$ cat src/include/spf_pkg.sv
// Shared constants and types for the serial packet framer.
// Functional notes
// - Release buffered bytes after configured idle gap
// - Idle setting zero forwards every byte immediately
// - Transmit spacing accepted from zero to twenty-five
// - Each outgoing byte gets programmed byte-time slot
// - Separator framing caps packets at 512 bytes
// - Match incoming bytes against one-to-four byte separator
// - Close after separator plus zero, one, two bytes
// - No-delay option releases data without coalescing
// - Report and apply control line changes when enabled
package spf_pkg;
    localparam int unsigned CLK_PERIOD_NS = 10;
    localparam int unsigned FRAME_UNIT_MS = 10;
    localparam int unsigned FRAME_UNIT_CYC = FRAME_UNIT_MS * 1000000 / CLK_PERIOD_NS;
    localparam int unsigned FIFO_DEPTH = 32;
    localparam logic [9:0] PKT_LAST_IDX = 10'h1ff;
    localparam logic [4:0] TX_IVL_MAX = 5'h19;
    localparam logic [2:0] SEP_LEN_MAX = 3'h4;
    localparam logic [1:0] SEP_OP_ONLY = 2'h0;
    localparam logic [1:0] SEP_OP_PLUS1 = 2'h1;
    localparam logic [1:0] SEP_OP_PLUS2 = 2'h2;

    typedef struct packed {
        logic last;
        logic [7:0] data;
    } spf_word_s;

    typedef struct packed {
        logic cts;
        logic dsr;
    } spf_lines_s;

    localparam int unsigned WORD_W = $bits(spf_word_s);
endpackage : spf_pkg

$ cat src/hw/spf_fifo.sv
// Synchronous valid/ready FIFO holding framed bytes.
`timescale 1ns/1ns
module spf_fifo import spf_pkg::*; #(
    parameter int unsigned WIDTH = WORD_W,
    parameter int unsigned DEPTH = FIFO_DEPTH
) (
    // Clock and reset
    input wire logic core_clk,
    input wire logic reset_n,
    // Fill side
    input wire logic in_valid,
    input wire logic [WIDTH-1:0] in_data,
    output logic in_ready,
    // Drain side
    output logic out_valid,
    output logic [WIDTH-1:0] out_data,
    input wire logic out_ready
);
    localparam int unsigned AW = $clog2(DEPTH);

    logic [WIDTH-1:0] mem_ff [DEPTH];
    logic [AW:0] wr_ptr_ff;
    logic [AW:0] rd_ptr_ff;
    logic full;
    logic empty;

    assign full = (wr_ptr_ff[AW] != rd_ptr_ff[AW]) && (wr_ptr_ff[AW-1:0] == rd_ptr_ff[AW-1:0]);
    assign empty = (wr_ptr_ff == rd_ptr_ff);
    assign in_ready = !full;
    assign out_valid = !empty;
    assign out_data = mem_ff[rd_ptr_ff[AW-1:0]];

    always_ff @(posedge core_clk) begin
        if (in_valid && !full) begin
            mem_ff[wr_ptr_ff[AW-1:0]] <= in_data;
        end
    end

    always_ff @(posedge core_clk or negedge reset_n) begin
        if (!reset_n) begin
            wr_ptr_ff <= '0;
        end else if (in_valid && !full) begin
            wr_ptr_ff <= wr_ptr_ff + 1'b1;
        end
    end

    always_ff @(posedge core_clk or negedge reset_n) begin
        if (!reset_n) begin
            rd_ptr_ff <= '0;
        end else if (out_ready && !empty) begin
            rd_ptr_ff <= rd_ptr_ff + 1'b1;
        end
    end
endmodule : spf_fifo

$ cat src/hw/spf_framer.sv
// Serial-to-network packet framer with transmit pacing and control line forwarding.
`timescale 1ns/1ns
module spf_framer import spf_pkg::*; #(
    parameter int unsigned UNIT_CYC = FRAME_UNIT_CYC
) (
    // Clock and reset
    input wire logic core_clk,
    input wire logic reset_n,
    // Bytes from the serial receiver
    input wire logic rx_valid,
    input wire logic [7:0] rx_data,
    output logic rx_ready,
    // Packets toward the network
    output logic net_valid,
    output logic [7:0] net_data,
    output logic net_last,
    input wire logic net_ready,
    // Bytes from the network toward the serial transmitter
    input wire logic tin_valid,
    input wire logic [7:0] tin_data,
    output logic tin_ready,
    output logic sout_valid,
    output logic [7:0] sout_data,
    input wire logic sout_ready,
    // Configuration
    input wire logic [7:0] frame_ivl,
    input wire logic no_delay,
    input wire logic sep_en,
    input wire logic [2:0] sep_len,
    input wire logic [31:0] sep_pat,
    input wire logic [1:0] sep_op,
    input wire logic [4:0] tx_ivl,
    input wire logic [15:0] byte_cycles,
    input wire logic ctl_en,
    // Control lines
    input wire spf_lines_s line_pins,
    output logic line_evt,
    output spf_lines_s line_state,
    input wire logic rmt_valid,
    input wire logic rmt_rts,
    output logic rts_out
);

    logic stage_vld_ff;
    logic stage_last_ff;
    logic [7:0] stage_data_ff;
    logic [23:0] hist_ff;
    logic [9:0] blen_ff;
    logic tail_act_ff;
    logic [1:0] tail_ff;
    logic [19:0] tick_ff;
    logic [7:0] unit_ff;
    logic [5:0] pkts_ff;
    logic rx_fire;
    logic timeout;
    logic wr_valid;
    logic wr_ready;
    spf_word_s wr_word;
    spf_word_s rd_word;
    logic rd_valid;
    logic rd_fire;
    logic [9:0] blen_eff;
    logic tail_eff;
    logic [31:0] window;
    logic [31:0] pcat;
    logic [4:1] hit;
    logic match_now;
    logic sep_close;
    logic close_now;

    // Idle timer: counts whole 10 ms units since the most recent byte.
    assign timeout = stage_vld_ff && !stage_last_ff && (frame_ivl != 8'h00) && (unit_ff >= frame_ivl);

    always_ff @(posedge core_clk or negedge reset_n) begin
        if (!reset_n) begin
            tick_ff <= '0;
            unit_ff <= '0;
        end else if (rx_fire) begin
            tick_ff <= '0;
            unit_ff <= '0;
        end else if (tick_ff == 20'(UNIT_CYC - 1)) begin
            tick_ff <= '0;
            if (unit_ff != 8'hff) begin
                unit_ff <= unit_ff + 8'h01;
            end
        end else begin
            tick_ff <= tick_ff + 20'h00001;
        end
    end

    // The newest byte waits in a stage so its end-of-packet mark can still be set by a later gap.
    assign wr_valid = stage_vld_ff && (stage_last_ff || rx_valid || timeout);
    assign wr_word = '{last: stage_last_ff || timeout, data: stage_data_ff};
    assign rx_ready = !stage_vld_ff || wr_ready;
    assign rx_fire = rx_valid && rx_ready;

    // A gap that ends together with a new byte closes the old packet first.
    assign blen_eff = timeout ? 10'h000 : blen_ff;
    assign tail_eff = tail_act_ff && !timeout;

    assign window = {hist_ff, rx_data};
    assign pcat = {sep_pat[7:0], sep_pat[15:8], sep_pat[23:16], sep_pat[31:24]};

    for (genvar g = 1; g <= 4; g++) begin : g_sep_hit
        assign hit[g] = (window[8*g-1:0] == pcat[31 -: 8*g]);
    end

    always_comb begin
        match_now = 1'b0;
        if (sep_en && (sep_len != 3'h0) && (sep_len <= SEP_LEN_MAX) && ({7'h00, sep_len} <= blen_eff + 10'h001)) begin
            match_now = hit[sep_len];
        end
    end

    assign sep_close = tail_eff ? (tail_ff == 2'h1) : (match_now && (sep_op == SEP_OP_ONLY));
    assign close_now = (frame_ivl == 8'h00) || (sep_en && ((blen_eff == PKT_LAST_IDX) || sep_close));

    always_ff @(posedge core_clk or negedge reset_n) begin
        if (!reset_n) begin
            stage_vld_ff <= 1'b0;
            stage_last_ff <= 1'b0;
            stage_data_ff <= 8'h00;
        end else if (rx_fire) begin
            stage_vld_ff <= 1'b1;
            stage_last_ff <= close_now;
            stage_data_ff <= rx_data;
        end else if (wr_valid && wr_ready) begin
            stage_vld_ff <= 1'b0;
            stage_last_ff <= 1'b0;
        end
    end

    always_ff @(posedge core_clk or negedge reset_n) begin
        if (!reset_n) begin
            blen_ff <= '0;
            hist_ff <= '0;
        end else if (rx_fire) begin
            blen_ff <= close_now ? 10'h000 : blen_eff + 10'h001;
            hist_ff <= window[23:0];
        end else if (timeout) begin
            blen_ff <= '0;
        end
    end

    always_ff @(posedge core_clk or negedge reset_n) begin
        if (!reset_n) begin
            tail_act_ff <= 1'b0;
            tail_ff <= '0;
        end else if (rx_fire) begin
            if (close_now) begin
                tail_act_ff <= 1'b0;
            end else if (tail_eff) begin
                tail_ff <= tail_ff - 2'h1;
            end else if (match_now && ((sep_op == SEP_OP_PLUS1) || (sep_op == SEP_OP_PLUS2))) begin
                tail_act_ff <= 1'b1;
                tail_ff <= sep_op;
            end
        end else if (timeout) begin
            tail_act_ff <= 1'b0;
        end
    end

    spf_fifo #(
        .WIDTH(WORD_W),
        .DEPTH(FIFO_DEPTH)
    ) u_fifo (
        .core_clk(core_clk),
        .reset_n(reset_n),
        .in_valid(wr_valid),
        .in_data(wr_word),
        .in_ready(wr_ready),
        .out_valid(rd_valid),
        .out_data(rd_word),
        .out_ready(net_ready && net_valid)
    );

    // Whole packets are held back unless no-delay is set; a full FIFO also releases, else it would deadlock.
    assign net_valid = rd_valid && (no_delay || (pkts_ff != 6'h00) || !wr_ready);
    assign net_data = rd_word.data;
    assign net_last = rd_word.last;
    assign rd_fire = net_valid && net_ready;

    always_ff @(posedge core_clk or negedge reset_n) begin
        if (!reset_n) begin
            pkts_ff <= '0;
        end else begin
            pkts_ff <= pkts_ff + 6'(wr_valid && wr_ready && wr_word.last) - 6'(rd_fire && rd_word.last);
        end
    end

    // Transmit pacing: each byte owns a slot of tx_ivl byte times, capped at 25, before the next may leave.
    logic [4:0] ivl_eff;
    logic [20:0] gap_ff;
    logic sout_vld_ff;
    logic [7:0] sout_data_ff;

    assign ivl_eff = (tx_ivl > TX_IVL_MAX) ? TX_IVL_MAX : tx_ivl;
    assign tin_ready = !sout_vld_ff && (gap_ff == 21'h000000);
    assign sout_valid = sout_vld_ff;
    assign sout_data = sout_data_ff;

    always_ff @(posedge core_clk or negedge reset_n) begin
        if (!reset_n) begin
            sout_vld_ff <= 1'b0;
            sout_data_ff <= 8'h00;
        end else if (tin_valid && tin_ready) begin
            sout_vld_ff <= 1'b1;
            sout_data_ff <= tin_data;
        end else if (sout_ready) begin
            sout_vld_ff <= 1'b0;
        end
    end

    always_ff @(posedge core_clk or negedge reset_n) begin
        if (!reset_n) begin
            gap_ff <= '0;
        end else if (sout_vld_ff && sout_ready) begin
            gap_ff <= 21'(ivl_eff) * 21'(byte_cycles);
        end else if (gap_ff != 21'h000000) begin
            gap_ff <= gap_ff - 21'h000001;
        end
    end

    // Control lines arrive from pins and pass two flip-flops before use.
    spf_lines_s ln_s1_ff;
    spf_lines_s ln_s2_ff;
    spf_lines_s ln_prev_ff;
    logic evt_ff;
    spf_lines_s state_ff;
    logic rts_ff;

    always_ff @(posedge core_clk or negedge reset_n) begin
        if (!reset_n) begin
            ln_s1_ff <= '0;
            ln_s2_ff <= '0;
            ln_prev_ff <= '0;
        end else begin
            ln_s1_ff <= line_pins;
            ln_s2_ff <= ln_s1_ff;
            ln_prev_ff <= ln_s2_ff;
        end
    end

    always_ff @(posedge core_clk or negedge reset_n) begin
        if (!reset_n) begin
            evt_ff <= 1'b0;
            state_ff <= '0;
        end else begin
            evt_ff <= ctl_en && (ln_s2_ff != ln_prev_ff);
            state_ff <= ln_s2_ff;
        end
    end

    always_ff @(posedge core_clk or negedge reset_n) begin
        if (!reset_n) begin
            rts_ff <= 1'b0;
        end else if (ctl_en && rmt_valid) begin
            rts_ff <= rmt_rts;
        end
    end

    assign line_evt = evt_ff;
    assign line_state = state_ff;
    assign rts_out = rts_ff;
endmodule : spf_framer

$ cat config.mk
export PLATFORM = sky130hd
export DESIGN_NAME = spf_framer
export DESIGN_NICKNAME = d
export VERILOG_FILES = /design/src/include/spf_pkg.sv /design/src/hw/spf_fifo.sv /design/src/hw/spf_framer.sv
export SDC_FILE = /design/constraint.sdc
export NUM_CORES = 1
export LEC_CHECK = 0
export ABC_AREA = 1
export ABC_CLOCK_PERIOD_IN_PS = 4700
export BUFFER_PORTS_ARGS = -buffer_cell sky130_fd_sc_hd__buf_2
export CAP_MARGIN = 40
export CORE_ASPECT_RATIO = 1.25
export CORE_MARGIN = 3
export CORE_UTILIZATION = 30
export CTS_CLUSTER_DIAMETER = 40
export DETAILED_ROUTE_END_ITERATION = 16
export HOLD_SLACK_MARGIN = 0.12
export SLEW_MARGIN = 20
export SYNTH_ARGS = -nofsm -noshare
export SYNTH_HDL_FRONTEND = slang
export SYNTH_HIERARCHICAL = 1
export SYNTH_SLANG_ARGS = --single-unit
export TNS_END_PERCENT = 30
$ cat constraint.sdc
create_clock -name core_clk -period 4.7 [get_ports core_clk]
set_input_delay 0.47 -clock core_clk [delete_from_list [all_inputs] [get_ports core_clk]]
set_output_delay 0.47 -clock core_clk [all_outputs]
set_load 0.03 [all_outputs]
### Word-level counts from Yosys, hierarchy flattened

Memories as Yosys holds them, arrays and structs flattened.
Index checks and enable logic that the tools add are counted.
Widths: inputs -> output; s select.

* bits in registers: 131
* bits in latches: 0
* memory bits (writable): 288
* bits in read-only memories: 0
* bits of input ports: 95
* output and inout bits: 25
* word-level logic and storage cells: 141
* memories: 1

* $add $sub $neg: 9
* $mul: 1
* div/mod/pow operators: 0
* $lt $le $gt $ge: 5
* equality and inequality tests: 16
* shifts and indexed selects: 0
* mux-type cells: 29
* bitwise gates (word level): 1
* reduce and logical (&&, ||, !) cells: 56

Memory list
* u_fifo.mem_ff: depth 32, width 9, read ports 1, clocked after memory_dff 0, write ports 1, RTL line spf_fifo.sv:21 `logic [WIDTH-1:0] mem_ff [DEPTH];`

Operator list (number)
* $mux 21: 2
* $mux 20: 2
* $eq 32x32->1: 1
* $mux 10: 3
* $eq 24x24->1: 1
* $logic_and 1x1->1: 24
* $mux 8: 3
* $logic_not 21->1: 1
* $mul 5x16->21: 1
* $reduce_bool 21->1: 1
* $sub 21x1->21 const B: 1
* $add 20x1->20 const B: 1
* $eq 20x20->1 const B: 1
* $eq 16x16->1: 1
* $mux 1: 15
* $reduce_bool 2->1: 7
* $add 6x1->6 const B: 2
* $add 10x1->10 const B: 1
* $eq 10x9->1 const B: 1
* $le 3x10->1: 1
* $logic_or 1x1->1: 9
* $add 8x1->8 const B: 1
* $eq 8x8->1: 1
* $ge 8x8->1: 1
* 27 further kinds: 35

### Longest topological paths before layout

Gate-level depths: netlist (run 1).

* depth in word-level cells: 16
* mapped depth: 30
* mapped depth without buffers: 29

### Cells and area by module

The synthesis (run 1) kept the hierarchy.

Modules (own cells, without submodules)
* spf_fifo: times used 1, cells an instance 1139, area an instance 12525.8 um^2, seq. area each 8948.6 um^2
* spf_framer: times used 1, cells an instance 1241, area an instance 9206.3 um^2, seq. area each 2777.7 um^2

### Worst setup path after synthesis (run 1)

No wires, ideal clock.

* path kind: in2reg
* start: input port tx_ivl[4]
* end: register gap_ff[15]
* library setup time: 143 ps
* arrival: 4516 ps
* required time: 4557 ps
* setup slack: 41 ps
* stages: 21
* path buffers: 2
* cell sequence: clkbuf_1 nand2_1 inv_1 nor2_1 clkbuf_1 nand2_1 fa_1 inv_1 fa_1 fa_1 ha_1 nand2_1 nor2_1 nand2_1 o211ai_1 a31oi_1 o21ai_0 a21boi_0 and2_1 o21ai_0 a21oi_1

* word-level cells in the longest chain between the ends: 4

RTL lines
* from (decl): RTL line spf_framer.sv:32 `input wire logic [4:0] tx_ivl,`
* $gt 5x5->1: RTL line spf_framer.sv:197 `assign ivl_eff = (tx_ivl > TX_IVL_MAX) ? TX_IVL_MAX : tx_ivl;`
* $mux 5 (*): RTL line spf_framer.sv:197
* $mul 5x16->21 (*): RTL line spf_framer.sv:218 `gap_ff <= 21'(ivl_eff) * 21'(byte_cycles);`
* $mux 21 (*): RTL line spf_framer.sv:217 `end else if (sout_vld_ff && sout_ready) begin`
* to (signal assigned): RTL line spf_framer.sv:218
* to (signal assigned): RTL line spf_framer.sv:220 `gap_ff <= gap_ff - 21'h000001;`
* to (decl): RTL line spf_framer.sv:193 `logic [20:0] gap_ff;`

Mark *: on every way between the ends. The rest lies on a longest branch, timed or not.
A chain may end at the register's enable or synchronous reset.

### Worst setup path in the final report (run 1)

* start: input port tx_ivl[4]
* end: register gap_ff[17]

Same word-level chain as after synthesis.

==> flow_metrics.py, run 1 <==
metrics = {
    "outcome": {
        "status": "finished, final reports clean",
    },
    "synthesis": {
        "synth.distinct_cells": 47,
        "synth_top_area_frac": 0.398,
        "netlist_top_cells_count": "nand2_1 (757), edfxtp_1 (288), nand3_1 (221)",
        "ys_seq_area_frac": 0.540,
        "synth_nets": 2577,
        "synth_edf_count": 288,
        "netlist_top_cells_area": "edfxtp_1 (40%), dfrtp_1 (14%), nand2_1 (13%)",
        "synth_most_common_cell": "nand2_1",
        "ys.flop_type": "edfxtp_1",
        "yosys.area.top_type": "edfxtp_1",
        "ys_ff_latch": 411,
        "syn_avg_cell_area_sq_um": 9.13,
        "ys_async_sr_fraction": 0.299,
        "syn_area_sq_mm": 0.0217,
        "synth_cells": 2380,
        "yosysWarnings": 6,
    },
    "timing": {
        "slew_headroom": 0.429,
        "worstMarginPinSlew_ns": 0.854,
        "fmax_mhz": 242,
        "drv_slew": 0,
        "hold_violations": 0,
        "clock-skew-final_ns": 0.0295,
        "rsz0062_at_grt": "false",
        "period_share": 0.880,
        "setup_tns_ns": 0,
        "setup_viol": 0,
        "period_minus_slack_ns": 4.13,
    },
    "pwr": {
        "p_sw_mw": 5.12,
        "clkPwrFrac": 0.346,
        "p_int_mw": 8.59,
        "ir_drop_mv": 0.382,
        "p_sw_frac": 0.373,
        "seqPwrFrac": 0.328,
        "pwr-share-comb": 0.325,
        "p_per_area_mw_per_mm2": 527,
        "p_leak_nw": 11.3,
    },
    "routing": {
        "dr.pass1.iters": 5,
        "drc_errors": 0,
        "postRouteAntennaNets": 0,
        "wl_per_cell_um": 15.7,
        "routed-via-count": 16700,
        "viasPerCell": 4.69,
        "routed_wl_um": 55700,
        "drt_first_iter_violations": 945,
    },
    "run": {
        "drv_cap": 0,
    },
    "clocking": {
        "cts_made_buffers": 60,
        "cts_buffer_depth": 3,
        "cts.repair.resized": 0,
        "insertion_delay_ns": 0.62,
        "cts_tree": "done",
        "clock_sinks": 411,
        "clk_pin_slew_ns": 0.06,
        "clockRootBuffer": "clkbuf_16",
        "htreeDepth": 2,
        "post_cts_buffers": 0,
    },
    "die": {
        "start_util": 0.305,
        "num_rows": 109,
        "chipWidth_um": 247,
        "ios": 120,
        "die_y_um": 307,
        "coreArea_sq_mm": 0.0712,
        "dieArea_sq_mm": 0.0757,
    },
    "setup_path": {
        "worst_path_most_repeated_cell": "nand2_1",
        "critPathBufInv": 4,
        "cp-end-kind": "flip-flop",
        "critical_path.max_stage_delay_ns": 0.50,
        "crit_start": "tx_ivl[4]",
        "worstSetupStartpointType": "input pin",
        "arrival_ns": 4.66,
        "cp_max_fo": 12,
        "crit_family": "adder cells",
        "cp_slowest_cell": "fa_1",
        "crit_type": "input pin to flip-flop",
        "required_ns": 5.22,
        "path_depth": 22,
        "reg2reg_slack_ns": 1.07,
        "worstReg2RegEnd": "pkts_ff[5]",
        "r2r-start": "u_fifo/rd_ptr_ff[2]",
        "crit_chain": "buf_2, nand2_1, inv_1, nor2_1, buf_4, nand2_1, fa_1, inv_1, fa_1, fa_1, ha_1, a21oi_1, o21ai_0, nand2_1, o211ai_1, a31oi_1, o21ai_0, a21boi_0, o21ai_0, nand2_1, nand3_1, a21oi_1",
        "reg2reg_depth": 20,
    },
    "hold_path": {
        "min_from": "rx_data[5]",
        "hold-path-cell-count": 3,
        "worstHoldEndpoint": "stage_data_ff[5]",
        "hp-class": "input pin to flip-flop",
    },
    "global_routing": {
        "grt.overflow.total": 0,
        "grt_max_degree": 145,
        "grt_pass1_vias": 16900,
        "track_usage": 0.147,
        "antenna_found_initial": 1,
        "grt_pass1_wl_um": 89200,
    },
    "place": {
        "port_buffers": 119,
        "place_congestion": 0.898,
        "dp.cells": 3416,
        "dp_hpwl_um": 38000,
    },
    "layout": {
        "final_nets": 2759,
        "fin_cells": 3555,
        "areaGrowthSynthToFinish_pct": 19.8,
        "drive_above_1_share": 0.137,
        "nFillCells": 7223,
    },
}
power groups by stage:
stage | registers [mW] | clock network [mW] | logic (mW)
5_1_grt | 4.54 | 5.01 | 5.05
2_1_floorplan | 4.52 | 0 | 3.08
3_5_place_dp | 4.57 | 0 | 4.48
4_1_cts | 4.50 | 4.86 | 4.52
6_report | 4.50 | 4.75 | 4.46
3_3_place_gp | 4.56 | 0 | 4.42
registers in the layout (all words and copies together) (netlist names), 2 cells and up:
signal            cells
u_fifo/rd_ptr_ff      6
unit_ff               8
blen_ff              10
tail_ff               2
ln_s2_ff              2
pkts_ff               6
hist_ff              17
sout_data             8
gap_ff               21
ln_s1_ff              2
line_state            2
u_fifo/mem_ff       288
u_fifo/wr_ptr_ff      6
tick_ff              20
stage_data_ff         7
worst register-to-register path, cell delays in order (launching register included):
cell,delay (ns)
dfrtp_1,0.47
inv_1,0.15
buf_4,0.29
nor2_1,0.10
nor2_1,0.15
nand4_2,0.36
nand2_1,0.22
nor3_1,0.07
nand3_1,0.06
nand2_1,0.09
nor3b_1,0.21
ha_1,0.22
inv_1,0.05
ha_1,0.27
nand2_1,0.06
nor2_1,0.04
a211oi_1,0.32
nor2_1,0.06
o21ai_0,0.15
nand2_1,0.08
xnor2_1,0.12
worst max-delay path by stage:
| stage | end | slack [ns] |
|---|---|---|
| 6_report | gap_ff[17] | 0.57 |
| 5_1_grt | gap_ff[17] | 0.17 |
| 4_1_cts | gap_ff[17] | 0.59 |
| 3_5_place_dp | gap_ff[17] | -0.07 |
| 3_3_place_gp | gap_ff[17] | 0.005 |
| 2_1_floorplan | gap_ff[15] | 0.04 |
stage by stage:
step                instance area (sq um)  hold WS, ns  total power, mW  setup WS (ns)  utilization
floorplan                           21700        0.174             7.60         0.0413            -
global placement                    23500        0.334             8.99        0.00504        0.330
detailed placement                  23600        0.336             9.05        -0.0651        0.332
CTS                                 25900        0.192             13.9          0.590        0.364
global route                        26000        0.215             14.6          0.173        0.366
finish                              26000        0.236             13.7          0.565        0.366
layer usage:
layer / GRT usage / part of all wire / vias to the layer above / wire length, um
met5: 0 / 0 / - / 0
li1: - / - / 8256 / -
met2: 0.269 / 0.52 / 367 / 28800
met4: 0.0604 / 0.036 / 0 / 2000
met3: 0.0213 / 0.043 / 112 / 2410
met1: 0.172 / 0.40 / 7943 / 22500
kinds of logic (layout without fill, tap and decap cells):
| family | after synthesis | in the layout | share of synthesized area |
|---|---|---|---|
| simple gates | 1252 | 1252 | 0.241 |
| flops | 411 | 411 | 0.540 |
| buf+inv | 313 | 544 | 0.0572 |
| compound gates | 230 | 230 | 0.0583 |
| fa+ha+maj | 102 | 102 | 0.0736 |
| xor+xnor | 64 | 64 | 0.0258 |
| mux | 8 | 8 | 0.00415 |
| other cells | 0 | 1 | 0 |
cells in the final DEF, fill, tap and decap left out, types with 8 or more instances in the layout:
cell type / count
mux2_2: 8
dfrtp_1: 122
buf_4: 67
nor3_1: 28
bufinv_16: 9
nor2_1: 176
o22ai_1: 16
nor2_2: 13
nand3_1: 221
clkinv_1: 8
ha_1: 59
dlygate4sd3_1: 15
a21oi_1: 99
inv_2: 16
inv_8: 8
clkbuf_16: 60
edfxtp_1: 288
buf_2: 118
xor2_1: 39
nand4_1: 22
inv_1: 208
inv_6: 12
o21ai_1: 10
o21ai_0: 70
xnor2_1: 25
nand2_1: 756
fa_1: 43
timing repair:
item	4_1_cts	5_1_grt
hold endpoints to repair	122	0
hold buffers	15	0
setup endpoints to repair	0	0
cell type report:
class	instances	area [sq um]	share of cell area
flip-flops and latches	411	11700	0.451
multi-input cells	1656	8760	0.337
inverters	229	862	0.0331
clock buffers	62	1510	0.0580
diodes	1	2.50	0.0000961
clock inverters	49	648	0.0249
well taps	943	1180	0.0453
repair buffers	204	1330	0.0511
Note: power is estimated with default switching activity, not from simulation.
==> inputs of run 2 (changes only) <==
PLACE_DENSITY = 0.5   (was unset)
SETUP_SLACK_MARGIN = 0.1   (was unset)
==> run 2 against run 1 <==
Register-to-register slack worse by 0.20 ns. Non-clock buffer count is 3 lower. Clock power is 2% higher. Clock skew is 0.0052 ns lower. Maximum frequency is 1.2% higher. Sequential share of layout area is 0.11 points lower. Worst hold slack worse by 0.059 ns. Cell area is 0.24% higher. Critical path type unchanged. Critical endpoint unchanged. Largest power group unchanged.
==> flow_metrics.py, run 2 (synthesis gave the netlist of run 1 again) <==
metrics = {
    "outcome": {
        "status": "finished, final reports clean",
    },
    "pwr": {
        "ir_drop_mv": 0.282,
        "p_leak_nw": 11.3,
        "p_per_area_mw_per_mm2": 531,
        "p_total_mw": 13.8,
    },
    "timing": {
        "slew_headroom": 0.455,
        "period_share": 0.869,
        "drv_slew": 0,
        "setup_viol": 0,
        "rsz0062_at_grt": "false",
        "holdWs_ns": 0.178,
        "hold_violations": 0,
        "fmax_mhz": 245,
        "clock-skew-final_ns": 0.0243,
        "period_minus_slack_ns": 4.09,
        "setup_tns_ns": 0,
        "worstMarginPinSlew_ns": 0.815,
        "fin_ws_ns": 0.614,
    },
    "setup_path": {
        "cp-end-kind": "flip-flop",
        "required_ns": 5.20,
        "crit_type": "input pin to flip-flop",
        "cp_max_fo": 9,
        "r2r-start": "u_fifo/rd_ptr_ff[1]",
        "worstSetupStartpointType": "input pin",
        "crit_start": "tx_ivl[4]",
        "arrival_ns": 4.58,
    },
    "clocking": {
        "cts_made_buffers": 67,
        "cts_tree": "done",
        "cts_buffer_depth": 3,
        "post_cts_buffers": 0,
        "clk_pin_slew_ns": 0.05,
        "clockRootBuffer": "clkbuf_16",
        "insertion_delay_ns": 0.59,
        "clock_sinks": 411,
        "htreeDepth": 3,
    },
    "routing": {
        "drt_first_iter_violations": 1019,
        "viasPerCell": 4.74,
        "routed-via-count": 16900,
        "routed_wl_um": 56700,
        "drc_errors": 0,
        "postRouteAntennaNets": 0,
        "dr.pass1.iters": 5,
        "wl_per_cell_um": 15.9,
    },
    "global_routing": {
        "grt_pass1_vias": 17200,
        "grt.overflow.total": 0,
        "antenna_found_initial": 7,
        "track_usage": 0.152,
        "grt_pass1_wl_um": 91700,
        "grt_max_degree": 121,
    },
    "die": {
        "start_util": 0.305,
        "coreArea_sq_mm": 0.0712,
        "num_rows": 109,
        "die_y_um": 307,
        "dieArea_sq_mm": 0.0757,
        "chipWidth_um": 247,
        "ios": 120,
    },
    "layout": {
        "fin_cells": 3567,
        "final_nets": 2763,
        "layout_commonest_cell": "nand2_1",
        "nFillCells": 7196,
        "utilization": 0.366,
        "drive_above_1_share": 0.140,
        "largest_reg_flops": 288,
        "fin_area_sq_mm": 0.0261,
        "final_cell_mix": "nand2_1 (756), edfxtp_1 (288), nand3_1 (221)",
        "areaGrowthSynthToFinish_pct": 20.0,
    },
    "place": {
        "place_ws_ns": 0.0577,
        "place_congestion": 0.884,
        "port_buffers": 119,
        "dp.cells": 3414,
        "placed_area_sq_mm": 0.0236,
        "dp_hpwl_um": 38700,
    },
    "hold_path": {
        "min_from": "ctl_en",
        "hp-class": "input pin to flip-flop",
    },
    "run": {
        "drv_cap": 0,
    },
}
## run 2: cell count changes in the layout (fill, tap and decap cells not counted), moves of 3 or more
cell       delta
buf_4         -3
bufinv_16     -4
clkbuf_1      +5
clkbuf_16     +8
clkbuf_8      +3
clkinv_2      +9
clkinv_4      -3
inv_8         -5
## run 2: final timing paths
| path | endpoint | slack (ns) | cells past startpoint |
|---|---|---|---|
| worst max-delay path | gap_ff[17] | 0.61 | 22 |
| worst max register to register | pkts_ff[5] | 0.87 | 20 |
| min in group asynchronous | unit_ff[6] | 0.40 | 2 |
| worst min-delay path | line_evt | 0.18 | 2 |
| worst min register to register | ln_s2_ff[0] | 0.34 | 0 |
| max in group asynchronous | tick_ff[7] | 3.30 | 4 |
## run 2: repair_timing
action,4_1_cts,5_1_grt
resized for setup,0,0
setup endpoints to repair,0,0
hold buffers,14,0
hold endpoints to repair,56,0
## run 2: critical path, stage by stage
cell      delay (ns)
buf_2           0.10
nand2_1         0.07
inv_1           0.05
nor2_1          0.08
buf_4           0.17
nand2_1         0.07
fa_1            0.48
fa_1            0.52
fa_1            0.56
inv_1           0.04
ha_1            0.31
a21oi_1         0.19
o21ai_0         0.12
nand2_1         0.07
o211ai_1        0.10
a31oi_1         0.21
o21ai_0         0.16
a21boi_0        0.37
o21ai_0         0.14
nand2_1         0.07
nand3_1         0.07
a21oi_1         0.13
## run 2: final cells by class
class,count,area (sq um),area share
Sequential cell,411,11700,0.450
Multi-Input combinational cell,1656,8760,0.336
Clock buffer,78,1770,0.0678
Timing Repair Buffer,201,1310,0.0502
Tap cell,943,1180,0.0452
Inverter,229,862,0.0330
Clock inverter,46,465,0.0178
Antenna cell,3,7.51,0.000288
## run 2: per-layer routing
layer / vias up / track usage / routed length [um]
li1: 8281 / - / -
met1: 8091 / 0.191 / 24100
met2: 422 / 0.261 / 28100
met3: 113 / 0.0265 / 2810
met4: 0 / 0.0571 / 1680
met5: - / 0 / 0
## run 2: power breakdown
| part | internal, mW | leakage, nW | switching, mW |
|---|---|---|---|
| clock | 3.03 | 1.08 | 1.82 |
| combinational | 1.42 | 6.04 | 3.07 |
| sequential | 4.27 | 4.20 | 0.234 |
| total | 8.72 | 11.3 | 5.12 |
==> inputs of run 3 (changes only) <==
ABC_CLOCK_PERIOD_IN_PS = unset   (was 4700)
CORE_UTILIZATION = 31   (was 30)
PLACE_DENSITY = 0.51   (was 0.5)
==> run 3 against run 2 <==
First-iteration DRC count is 5.3% higher. Via count barely moved. Sequential cell count unchanged. Cell count fell by 0.67%. Sequential power rose by 2%. Worst hold slack improved by 0.065 ns. Register-to-register slack lost 0.12 ns. Count of clock-buffer cells in the layout down 3. Power up 0.34%. Combinational power fell by 2%. Routed wire length fell by 0.48%. Die area down 3.2%. Largest cell class unchanged. Highest routed layer unchanged.
==> flow_metrics.py, run 3 (synthesis gave the netlist of run 1 again) <==
metrics = {
    "layout": {
        "utilization": 0.379,
        "drive_above_1_share": 0.138,
        "layout.area.seq_sq_mm": 0.0117,
        "final_cell_mix": "nand2_1 (756), edfxtp_1 (288), nand3_1 (221)",
        "largest_reg_flops": 288,
        "layout_commonest_cell": "nand2_1",
        "fin_area_sq_mm": 0.0261,
        "nFillCells": 6956,
        "multi_input_area_sq_mm": 0.00876,
        "final_nets": 2764,
        "areaGrowthSynthToFinish_pct": 20.1,
    },
    "run": {
        "drv_cap": 0,
    },
    "die": {
        "die_y_um": 302,
        "start_util": 0.316,
        "num_rows": 107,
        "chipWidth_um": 243,
        "ios": 120,
        "dieArea_sq_mm": 0.0733,
        "coreArea_sq_mm": 0.0688,
    },
    "routing": {
        "routed_wl_um": 56500,
        "met1_length_um": 24800,
        "met2_length_um": 27500,
        "viasPerCell": 4.77,
        "routed-via-count": 16900,
        "drc_errors": 0,
        "top_layer": "met4",
        "dr.pass1.iters": 5,
        "postRouteAntennaNets": 0,
        "wl_per_cell_um": 15.9,
        "wl_met3_um": 2570,
        "drt_first_iter_violations": 1073,
    },
    "place": {
        "placed_area_sq_mm": 0.0235,
        "dp_hpwl_um": 38500,
        "place_congestion": 0.860,
        "port_buffers": 119,
        "place_ws_ns": 0.0365,
    },
    "clocking": {
        "cts_made_buffers": 69,
        "cts_buffer_depth": 3,
        "clockRootBuffer": "clkbuf_16",
        "clock_sinks": 411,
        "insertion_delay_ns": 0.59,
        "cts_tree": "done",
        "htreeDepth": 3,
        "clk_pin_slew_ns": 0.05,
    },
    "timing": {
        "slew_headroom": 0.441,
        "period_minus_slack_ns": 4.05,
        "setup_viol": 0,
        "fin_ws_ns": 0.654,
        "period_share": 0.861,
        "rsz0062_at_grt": "false",
        "setup_tns_ns": 0,
        "clock-skew-final_ns": 0.0215,
        "hold_violations": 0,
        "worstMarginPinSlew_ns": 0.835,
        "drv_slew": 0,
        "fmax_mhz": 247,
    },
    "setup_path": {
        "worstSetupStartpointType": "input pin",
        "arrival_ns": 4.54,
        "cp_max_fo": 9,
        "crit_type": "input pin to flip-flop",
        "required_ns": 5.19,
        "cp-end-kind": "flip-flop",
    },
    "outcome": {
        "status": "finished, final reports clean",
    },
    "pwr": {
        "p_leak_nw": 11.3,
        "p_total_mw": 13.9,
        "ir_drop_mv": 0.393,
        "p_per_area_mw_per_mm2": 532,
    },
    "global_routing": {
        "grt_pass1_vias": 16900,
        "track_usage": 0.154,
        "grt_pass1_wl_um": 90600,
        "antenna_found_initial": 4,
        "grt.overflow.total": 0,
        "grt_max_degree": 118,
    },
    "hold_path": {
        "hp-class": "input pin to flip-flop",
    },
}
run 3: timing repair:
item,in CTS,in global routing
setup endpoints to repair,0,1
setup buffers,0,0
hold buffers,15,0
resized for setup,0,1
hold endpoints to repair,50,0
run 3: worst max-delay path: stages:
cell and delay [ns]:
buf_2 0.10, nand2_1 0.07, inv_1 0.05, nor2_1 0.09
buf_4 0.18, nand2_1 0.08, fa_1 0.47, fa_1 0.53
fa_1 0.55, inv_1 0.04, ha_1 0.32, a21oi_1 0.20
o21ai_0 0.13, nand2_1 0.08, o211ai_1 0.10, a31oi_1 0.22
o21ai_0 0.17, a21boi_1 0.29, o21ai_0 0.13, nand2_1 0.07
nand3_1 0.07, a21oi_1 0.12
run 3: layer usage:
layer,up-vias,global-route usage
li1,8263,-
met1,8136,0.197
met2,420,0.263
met3,98,0.0244
met4,0,0.0605
met5,-,0
run 3: worst paths after layout:
| path | start | end | slack, ns | depth (start not counted) |
|---|---|---|---|---|
| max in group asynchronous | reset_n | gap_ff[17] | 3.48 | 3 |
| min | rx_data[4] | stage_data_ff[4] | 0.24 | 3 |
| min in group asynchronous | reset_n | unit_ff[3] | 0.37 | 2 |
| min reg2reg | ln_s1_ff[1] | ln_s2_ff[1] | 0.35 | 0 |
| max | tx_ivl[4] | gap_ff[17] | 0.65 | 22 |
| max reg2reg | u_fifo/rd_ptr_ff[1] | pkts_ff[5] | 0.75 | 20 |
run 3: where the power goes:
group / total (mW) / internal (mW) / switching (mW)
combinational: 4.40 / 1.40 / 3.00
sequential: 4.57 / 4.27 / 0.302
clock: 4.92 / 3.09 / 1.83
total: 13.9 / 8.76 / 5.13
run 3: cell type report:
type / count / area share
Clock buffer: 75 / 0.0691
Inverter: 229 / 0.0330
Timing Repair Buffer: 200 / 0.0495
Clock inverter: 45 / 0.0184
Tap cell: 926 / 0.0444
Multi-Input combinational cell: 1656 / 0.336
Sequential cell: 411 / 0.450
Antenna cell: 1 / 0.0000959
run 3: stage by stage:
step                hold WS (ns)  cells
global placement           0.336   3382
CTS                        0.209   3527
finish                     0.243   3543
detailed placement         0.342   3392
global route               0.250   3543
floorplan                  0.174   2380
